===== config.mk =====
export PLATFORM = sky130hd
export DESIGN_NAME = opp_port
export DESIGN_NICKNAME = d
export VERILOG_FILES = /design/src/pkg/opp_pkg.sv /design/src/logic/opp_port.sv
export SDC_FILE = /design/constraint.sdc
export NUM_CORES = 1
export LEC_CHECK = 0
export ABC_AREA = 1
export BUFFER_PORTS_ARGS = -buffer_cell sky130_fd_sc_hd__buf_2
export CORE_AREA = 2 2 107 109
export CTS_BUF_LIST = sky130_fd_sc_hd__clkbuf_16
export CTS_CLUSTER_DIAMETER = 150
export DETAILED_ROUTE_END_ITERATION = 12
export DIE_AREA = 0 0 109 111
export GPL_TIMING_DRIVEN = 1
export PLACE_DENSITY_LB_ADDON = 0.15
export SYNTH_ARGS = -nofsm -noshare
export SYNTH_HDL_FRONTEND = slang
export SYNTH_SLANG_ARGS = --single-unit
export TNS_END_PERCENT = 10

===== constraint.sdc =====
create_clock -name ref_clk_i -period 5.57 [get_ports ref_clk_i]
set_input_delay 0.8355 -clock ref_clk_i [delete_from_list [all_inputs] [get_ports ref_clk_i]]
set_output_delay 0.8355 -clock ref_clk_i [all_outputs]
set_load 0.03 [all_outputs]

===== src/pkg/opp_pkg.sv =====
// constants and types for the otp parallel programming port
package opp_pkg;

	localparam int unsigned BUS_W = 8;
	localparam int unsigned WORD_W = 16;
	localparam int unsigned ADDR_W = 15; // 32k words
	localparam int unsigned CLK_HZ = 20000000;
	// least programming pulse, in microseconds
	localparam int unsigned PULSE_MIN_US = 100;
	localparam int unsigned PULSE_MIN_CYC = (PULSE_MIN_US * (CLK_HZ / 1000000));
	localparam int unsigned PULSE_CNT_W = 12;
	// cycles the bus must stay an input before a byte is taken again
	localparam int unsigned TURN_SETTLE_CYC = 3;
	// pin synchroniser reset: bus low, both strobes at their idle high level
	localparam logic [BUS_W+3:0] PIN_SYNC_RST = 12'h00c;
	// mode byte commands, arbitrary encodings
	localparam logic [7:0] MODE_READ = 8'h01;
	localparam logic [7:0] MODE_WRITE = 8'h02;
	localparam logic [7:0] MODE_SEC_USER = 8'h10;
	localparam logic [7:0] MODE_SEC_TEST = 8'h11;
	localparam logic [7:0] MODE_SEC_VERIFY = 8'h12;
	localparam logic [7:0] MODE_TEST_AREA = 8'h20;
	// blank-device security state: user prog on, test prog off, verify on
	localparam logic SEC_USER_LOCK_RST = 1'b0;
	localparam logic SEC_TEST_OPEN_RST = 1'b0;
	localparam logic SEC_VERIFY_LOCK_RST = 1'b0;

	typedef enum logic [2:0] {
		ST_IDLE = 3'b001,
		ST_PULSE = 3'b010,
		ST_DONE = 3'b100
	} opp_state_t;

endpackage


===== src/logic/opp_port.sv =====
// otp parallel programming port, device side
`timescale 1ns/1ps
// How it works
// - bus_drive_n low: device drives bus; high: bus is input.
// - mode select high means mode byte; low defers to addr_not_data_sel.
// - addr_not_data_sel high is address byte, low is data byte.
// - user area is 32k words of 16 bits, addressed via port.
// - set user lock bit blocks user-area writes; set verify lock bit blocks read-back.
// - security bits are one-time; only reset clears a set bit.
// - blank device: user prog on, test prog off, verify on.
module opp_port (
	input wire logic ref_clk_i,
	input wire logic rst_i,
	input wire logic [opp_pkg::BUS_W-1:0] io_i,
	output logic [opp_pkg::BUS_W-1:0] io_o,
	output logic [opp_pkg::BUS_W-1:0] io_oe_o,
	input wire logic bus_drive_n_i,
	input wire logic program_pulse_n_i,
	input wire logic mode_sel_i,
	input wire logic addr_not_data_sel_i,
	output logic mem_we_o,
	output logic mem_test_o,
	output logic [opp_pkg::ADDR_W-1:0] mem_addr_o,
	output logic [opp_pkg::WORD_W-1:0] mem_wdata_o,
	input wire logic [opp_pkg::WORD_W-1:0] mem_rdata_i,
	output logic user_lock_o,
	output logic test_open_o,
	output logic verify_lock_o
);
	import opp_pkg::*;

	// ----------------------------------------
	// pin synchronisers
	// ----------------------------------------
	// bus and strobes pass two flops before any logic reads them
	logic [BUS_W+3:0] pin_s1_reg;
	logic [BUS_W+3:0] pin_s2_reg;
	// reset to idle strobe levels, so no false edge follows reset
	always_ff @(posedge ref_clk_i or posedge rst_i) begin
		if (rst_i) begin
			pin_s1_reg <= PIN_SYNC_RST;
			pin_s2_reg <= PIN_SYNC_RST;
		end else begin
			pin_s1_reg <= {io_i, bus_drive_n_i, program_pulse_n_i, mode_sel_i,
				addr_not_data_sel_i};
			pin_s2_reg <= pin_s1_reg;
		end
	end
	wire [BUS_W-1:0] bus_in = pin_s2_reg[BUS_W+3:4];
	wire drive_n = pin_s2_reg[3];
	wire pulse_n = pin_s2_reg[2];
	wire mode_sel = pin_s2_reg[1];
	wire adn_sel = pin_s2_reg[0];

	// ----------------------------------------
	// delayed copies for change detection
	// ----------------------------------------
	// a byte is taken once, when bus and selects settle on a new value
	logic [TURN_SETTLE_CYC-1:0] drive_hist_reg;
	logic pulse_n_d_reg;
	logic [BUS_W+1:0] cap_d_reg;
	wire [BUS_W+1:0] cap_now = {bus_in, mode_sel, adn_sel};
	always_ff @(posedge ref_clk_i or posedge rst_i) begin
		if (rst_i) begin
			drive_hist_reg <= '1;
			pulse_n_d_reg <= 1'b1;
			cap_d_reg <= '0;
		end else begin
			drive_hist_reg <= {drive_hist_reg[TURN_SETTLE_CYC-2:0], drive_n};
			pulse_n_d_reg <= pulse_n;
			cap_d_reg <= cap_now;
		end
	end

	// ----------------------------------------
	// byte classification
	// ----------------------------------------
	// the bus must have been an input for a few cycles, so our own
	// stale output byte is never read back as a new byte
	wire bus_input = drive_n;
	wire input_settled = bus_input && (&drive_hist_reg);
	wire byte_stable = (cap_d_reg == cap_now);
	// identical back-to-back bytes merge into one
	logic [BUS_W+1:0] last_take_reg;
	wire byte_new = (cap_now != last_take_reg);
	wire take = input_settled && pulse_n && byte_stable && byte_new;
	wire is_mode = take && mode_sel;
	wire is_addr = take && !mode_sel && adn_sel;
	wire is_data = take && !mode_sel && !adn_sel;
	always_ff @(posedge ref_clk_i or posedge rst_i) begin
		if (rst_i)
			last_take_reg <= '0;
		else if (take)
			last_take_reg <= cap_now;
	end

	// ----------------------------------------
	// mode, address and data holding
	// ----------------------------------------
	logic [7:0] mode_reg;
	logic [ADDR_W-1:0] addr_reg;
	logic [WORD_W-1:0] data_reg;
	// address bytes shift in low after high; data bytes likewise
	wire [ADDR_W-1:0] addr_next = {addr_reg[ADDR_W-9:0], bus_in};
	wire [WORD_W-1:0] data_next = {data_reg[WORD_W-9:0], bus_in};
	always_ff @(posedge ref_clk_i or posedge rst_i) begin
		if (rst_i) begin
			mode_reg <= '0;
			addr_reg <= '0;
			data_reg <= '0;
		end else begin
			if (is_mode)
				mode_reg <= bus_in;
			if (is_addr)
				addr_reg <= addr_next;
			if (is_data)
				data_reg <= data_next;
		end
	end

	// ----------------------------------------
	// security bits, one-time sticky
	// ----------------------------------------
	// held in flops here; reset brings back the blank state
	logic user_lock_reg;
	logic test_open_reg;
	logic verify_lock_reg;
	wire pulse_done;
	wire sec_user_set = pulse_done && (mode_reg == MODE_SEC_USER);
	wire sec_test_set = pulse_done && (mode_reg == MODE_SEC_TEST);
	wire sec_verify_set = pulse_done && (mode_reg == MODE_SEC_VERIFY);
	always_ff @(posedge ref_clk_i or posedge rst_i) begin
		if (rst_i) begin
			user_lock_reg <= SEC_USER_LOCK_RST;
			test_open_reg <= SEC_TEST_OPEN_RST;
			verify_lock_reg <= SEC_VERIFY_LOCK_RST;
		end else begin
			// only ever set, never cleared
			user_lock_reg <= user_lock_reg | sec_user_set;
			test_open_reg <= test_open_reg | sec_test_set;
			verify_lock_reg <= verify_lock_reg | sec_verify_set;
		end
	end

	// ----------------------------------------
	// programming pulse timer
	// ----------------------------------------
	opp_state_t state_reg;
	opp_state_t state_next;
	logic [PULSE_CNT_W-1:0] cnt_reg;
	// count saturates at PULSE_MIN_CYC - 1, so a long pulse cannot wrap
	wire pulse_fall = pulse_n_d_reg && !pulse_n && bus_input;
	wire pulse_long = (cnt_reg >= PULSE_CNT_W'(PULSE_MIN_CYC - 1));
	wire is_write = (mode_reg == MODE_WRITE) || (mode_reg == MODE_TEST_AREA);
	wire test_area = (mode_reg == MODE_TEST_AREA);
	// user-area writes blocked by user lock; test area only when opened
	wire write_ok = test_area ? test_open_reg : !user_lock_reg;
	assign pulse_done = (state_reg == ST_PULSE) && pulse_n && pulse_long;
	always_comb begin
		state_next = state_reg;
		unique case (state_reg)
			ST_IDLE: begin
				if (pulse_fall)
					state_next = ST_PULSE;
			end
			ST_PULSE: begin
				if (pulse_n)
					state_next = ST_DONE;
			end
			ST_DONE: begin
				state_next = ST_IDLE;
			end
		endcase
	end
	always_ff @(posedge ref_clk_i or posedge rst_i) begin
		if (rst_i) begin
			state_reg <= ST_IDLE;
			cnt_reg <= '0;
		end else begin
			state_reg <= state_next;
			if (state_reg != ST_PULSE)
				cnt_reg <= '0;
			else if (!pulse_long)
				cnt_reg <= cnt_reg + 1'b1;
		end
	end

	// ----------------------------------------
	// memory strobe and read-back
	// ----------------------------------------
	// a write needs a full pulse, a write mode and an open area
	// bus enable below follows the synced strobe, one flop later
	wire we_next = pulse_done && is_write && write_ok;
	wire rd_en = !drive_n && (mode_reg == MODE_READ) && !verify_lock_reg;
	// low byte when address/data select high, else high byte
	wire [BUS_W-1:0] rd_byte = adn_sel ? mem_rdata_i[7:0] : mem_rdata_i[15:8];
	always_ff @(posedge ref_clk_i or posedge rst_i) begin
		if (rst_i) begin
			mem_we_o <= 1'b0;
			mem_test_o <= 1'b0;
			mem_addr_o <= '0;
			mem_wdata_o <= '0;
			io_o <= '0;
			io_oe_o <= '0;
			user_lock_o <= SEC_USER_LOCK_RST;
			test_open_o <= SEC_TEST_OPEN_RST;
			verify_lock_o <= SEC_VERIFY_LOCK_RST;
		end else begin
			mem_we_o <= we_next;
			mem_test_o <= test_area;
			mem_addr_o <= addr_reg;
			mem_wdata_o <= data_reg;
			io_o <= rd_en ? rd_byte : '0;
			io_oe_o <= {BUS_W{!drive_n}};
			user_lock_o <= user_lock_reg;
			test_open_o <= test_open_reg;
			verify_lock_o <= verify_lock_reg;
		end
	end

endmodule


==> reports/qor.yml <==
logic_synthesis:
  synth-main-ff-cell: "dfrtp_1"
  syn_avg_cell_area_um2: 9.982
  ys_seq_area_share_pct: 64.03
  synth_cell_types: 34
  synth_most_common_cell: "nand2_1"
  synth_commonest_cells: "189 x nand2_1, 141 x dfrtp_1, 46 x inv_1"
  synth_edf_count: 0
  yosysTopAreaCellShare_pct: 60.01
  synth_async_sr_flop_share_pct: 100.0
  syn-cell-area_um2: 5879
  yosys_register_bits: 150
  syn_inst: 589
  synth_area_leaders: "dfrtp_1 60%, nand2_1 12%, nand4_1 4.6%"
  syn-num-nets: 620
  synth_top_area_cell: "dfrtp_1"
  yosysWarningCount: 0
grt:
  grt_pass1_wl_mm: 19.11
  grt_pass1_vias: 4018
  grt_start_max_net_pins: 103
  antenna_found_initial: 0
  grt_overflow: 0
  grt_use_total_pct: 20.56
route:
  drcViolationCount: 0
  viasPerCell: 5.055
  drt_pass1_iterations: 5
  vias: 4125
  wl_per_cell_um: 14.02
  routed_wl_mm: 11.44
  initialDrtViolationCount: 286
  ant_nets: 0
cts:
  cts.sinks: 150
  htreeDepth: 4
  clkTransAtPathRegs_ns: 0.06
  numCtsBuffers: 17
  cts.path.max_buffers: 2
  post_cts_buffers: 0
  cts_tree: "done"
  hold_buffers: 0
  root_buffer: "clkbuf_16"
  clk_latency_ns: 0.42
  cts_repair_resize_count: 0
power_and_ir_drop:
  power.leakage_nw: 3.614
  fin_total_pwr_mw: 2.441
  vdd_drop_max_mv: 0.1883
  power_density_nw_per_um2: 356.5
critical_path:
  worstPathRequired_ns: 5.87
  crit_path_start_kind: "register"
  critical_path_arrival_ns: 3.65
  criticalPathCategory: "reg -> reg"
  crit_path_end_kind: "register"
  path_max_fanout: 44
die:
  core_um2: 11080
  boundaryPins: 82
  die_h_um: 111
  start_util_pct: 53.08
  placementRows: 39
  die-area_um2: 12100
  die_width_um: 109
layout:
  n_antenna_cell: 0
  final_nets: 691
  nFillCells: 900
  syn_to_final_growth_pct: 16.47
  layout-drive-gt1-share_pct: 21.25
sta:
  rsz0062_at_grt: "false"
  drv_slew: 0
  fin_crit_ns: 3.355
  worst_pin_slew_ns: 1.080
  slew_headroom_pct: 27.98
  fin_crit_sh_pct: 60.23
  tns_ns: 0
  hold_viol: 0
  fmax_mhz: 298.1
  setup_viol_count_final: 0
  skew_ns: 0.009145
place:
  dpl.hpwl_mm: 7.240
  gp_congestion: 0.8484
  placement.io_buffers: 81
outcome:
  status: "complete, no violations"
min_path:
  hp-class: "reg -> reg"
run:
  drv_cap: 0
[where the power goes]
group | internal, mW | leakage [nW] | total, mW | switching, mW
logic | 0.0440 | 1.34 | 0.152 | 0.108
registers | 1.13 | 1.99 | 1.16 | 0.0369
clock network | 0.697 | 0.283 | 1.13 | 0.429
total | 1.87 | 3.61 | 2.44 | 0.574
[cell type report]
type / instances / area [um2] / share of cell area, %
multi-input combinational: 353 / 1685 / 24.61
inverter: 56 / 217.7 / 3.179
tap: 143 / 178.9 / 2.613
sequential: 150 / 3765 / 54.98
clock buffer: 17 / 425.4 / 6.212
timing repair buffer: 82 / 412.9 / 6.030
clock inverter: 15 / 162.7 / 2.375
[worst paths after layout]
| check | end | startpoint | slack [ns] | depth (start not counted) |
|---|---|---|---|---|
| max reg2reg | last_take_reg[9]$_DFFE_PP0N_ | pin_s2_reg[0]$_DFF_PP0_ | 2.22 | 11 |
| max in group asynchronous | cnt_reg[1]$_DFFE_PP0P_ | rst_i | 3.84 | 3 |
| max | last_take_reg[9]$_DFFE_PP0N_ | pin_s2_reg[0]$_DFF_PP0_ | 2.22 | 11 |
| min in group asynchronous | io_o[5]$_DFF_PP0_ | rst_i | 0.62 | 2 |
| min reg2reg | pin_s2_reg[8]$_DFF_PP0_ | pin_s1_reg[8]$_DFF_PP0_ | 0.35 | 0 |
| min | pin_s2_reg[8]$_DFF_PP0_ | pin_s1_reg[8]$_DFF_PP0_ | 0.35 | 0 |
[worst max-delay path, cell delays in order (launching register included)]
cell	delay, ns
dfrtp_1	1.05
inv_2	0.51
nand2_1	0.21
nand2_1	0.07
inv_1	0.05
nand2_1	0.05
nor2_2	0.13
nand3_2	0.09
nor2_4	0.68
inv_2	0.18
nand2_1	0.12
o21ai_1	0.07
[per-layer routing]
metal  wire length [um]  global-route usage [%]  vias up
li1                   -                       -     2006
met1               5062                   28.51     1980
met2               5573                   31.51      122
met3                570                   3.939       17
met4                235                   9.231        0
met5                  0                       0        -
[cells in the final DEF, fill, tap and decap left out, drive strengths merged]
cell | netlist | final
dfstp | 9 | 9
clkinvlp | 0 | 3
nor3 | 6 | 6
nand2 | 190 | 190
and3 | 1 | 1
o21bai | 1 | 1
o21ai | 22 | 22
a21oi | 15 | 15
clkinv | 2 | 11
or2 | 1 | 1
bufinv | 0 | 3
ha | 1 | 1
nand3 | 18 | 18
nand4 | 45 | 45
xnor2 | 7 | 7
xor2 | 6 | 6
nor2 | 37 | 37
nor3b | 2 | 2
clkbuf | 6 | 17
dfrtp | 141 | 141
buf | 24 | 82
nand3b | 1 | 1
inv | 54 | 54
[stage by stage]
| step | instances | hold slack, ns | cell area [um2] | setup slack, ns | util (%) |
|---|---|---|---|---|---|
| floorplan | 589 | 0.3312 | 5879 | 0.7130 | - |
| CTS | 816 | 0.3486 | 6848 | 2.257 | 61.82 |
| finish | 816 | 0.3483 | 6848 | 2.215 | 61.82 |
| global route | 816 | 0.3535 | 6848 | 1.889 | 61.82 |
| detailed placement | 784 | 0.3347 | 6260 | 2.246 | 56.51 |
| global placement | 784 | 0.3316 | 6260 | 2.428 | 56.51 |
[kinds of logic (layout without fill, tap and decap cells)]
| family | after synthesis | count (layout) | share of synthesized area [%] |
|---|---|---|---|
| simple gates | 301 | 301 | 23.11 |
| flops | 150 | 150 | 64.03 |
| buf+inv | 86 | 170 | 7.300 |
| compound gates | 38 | 38 | 3.277 |
| xor+xnor | 13 | 13 | 2.064 |
| fa+ha+maj | 1 | 1 | 0.2128 |
No activity file was read; power rests on OpenSTA's default activity.
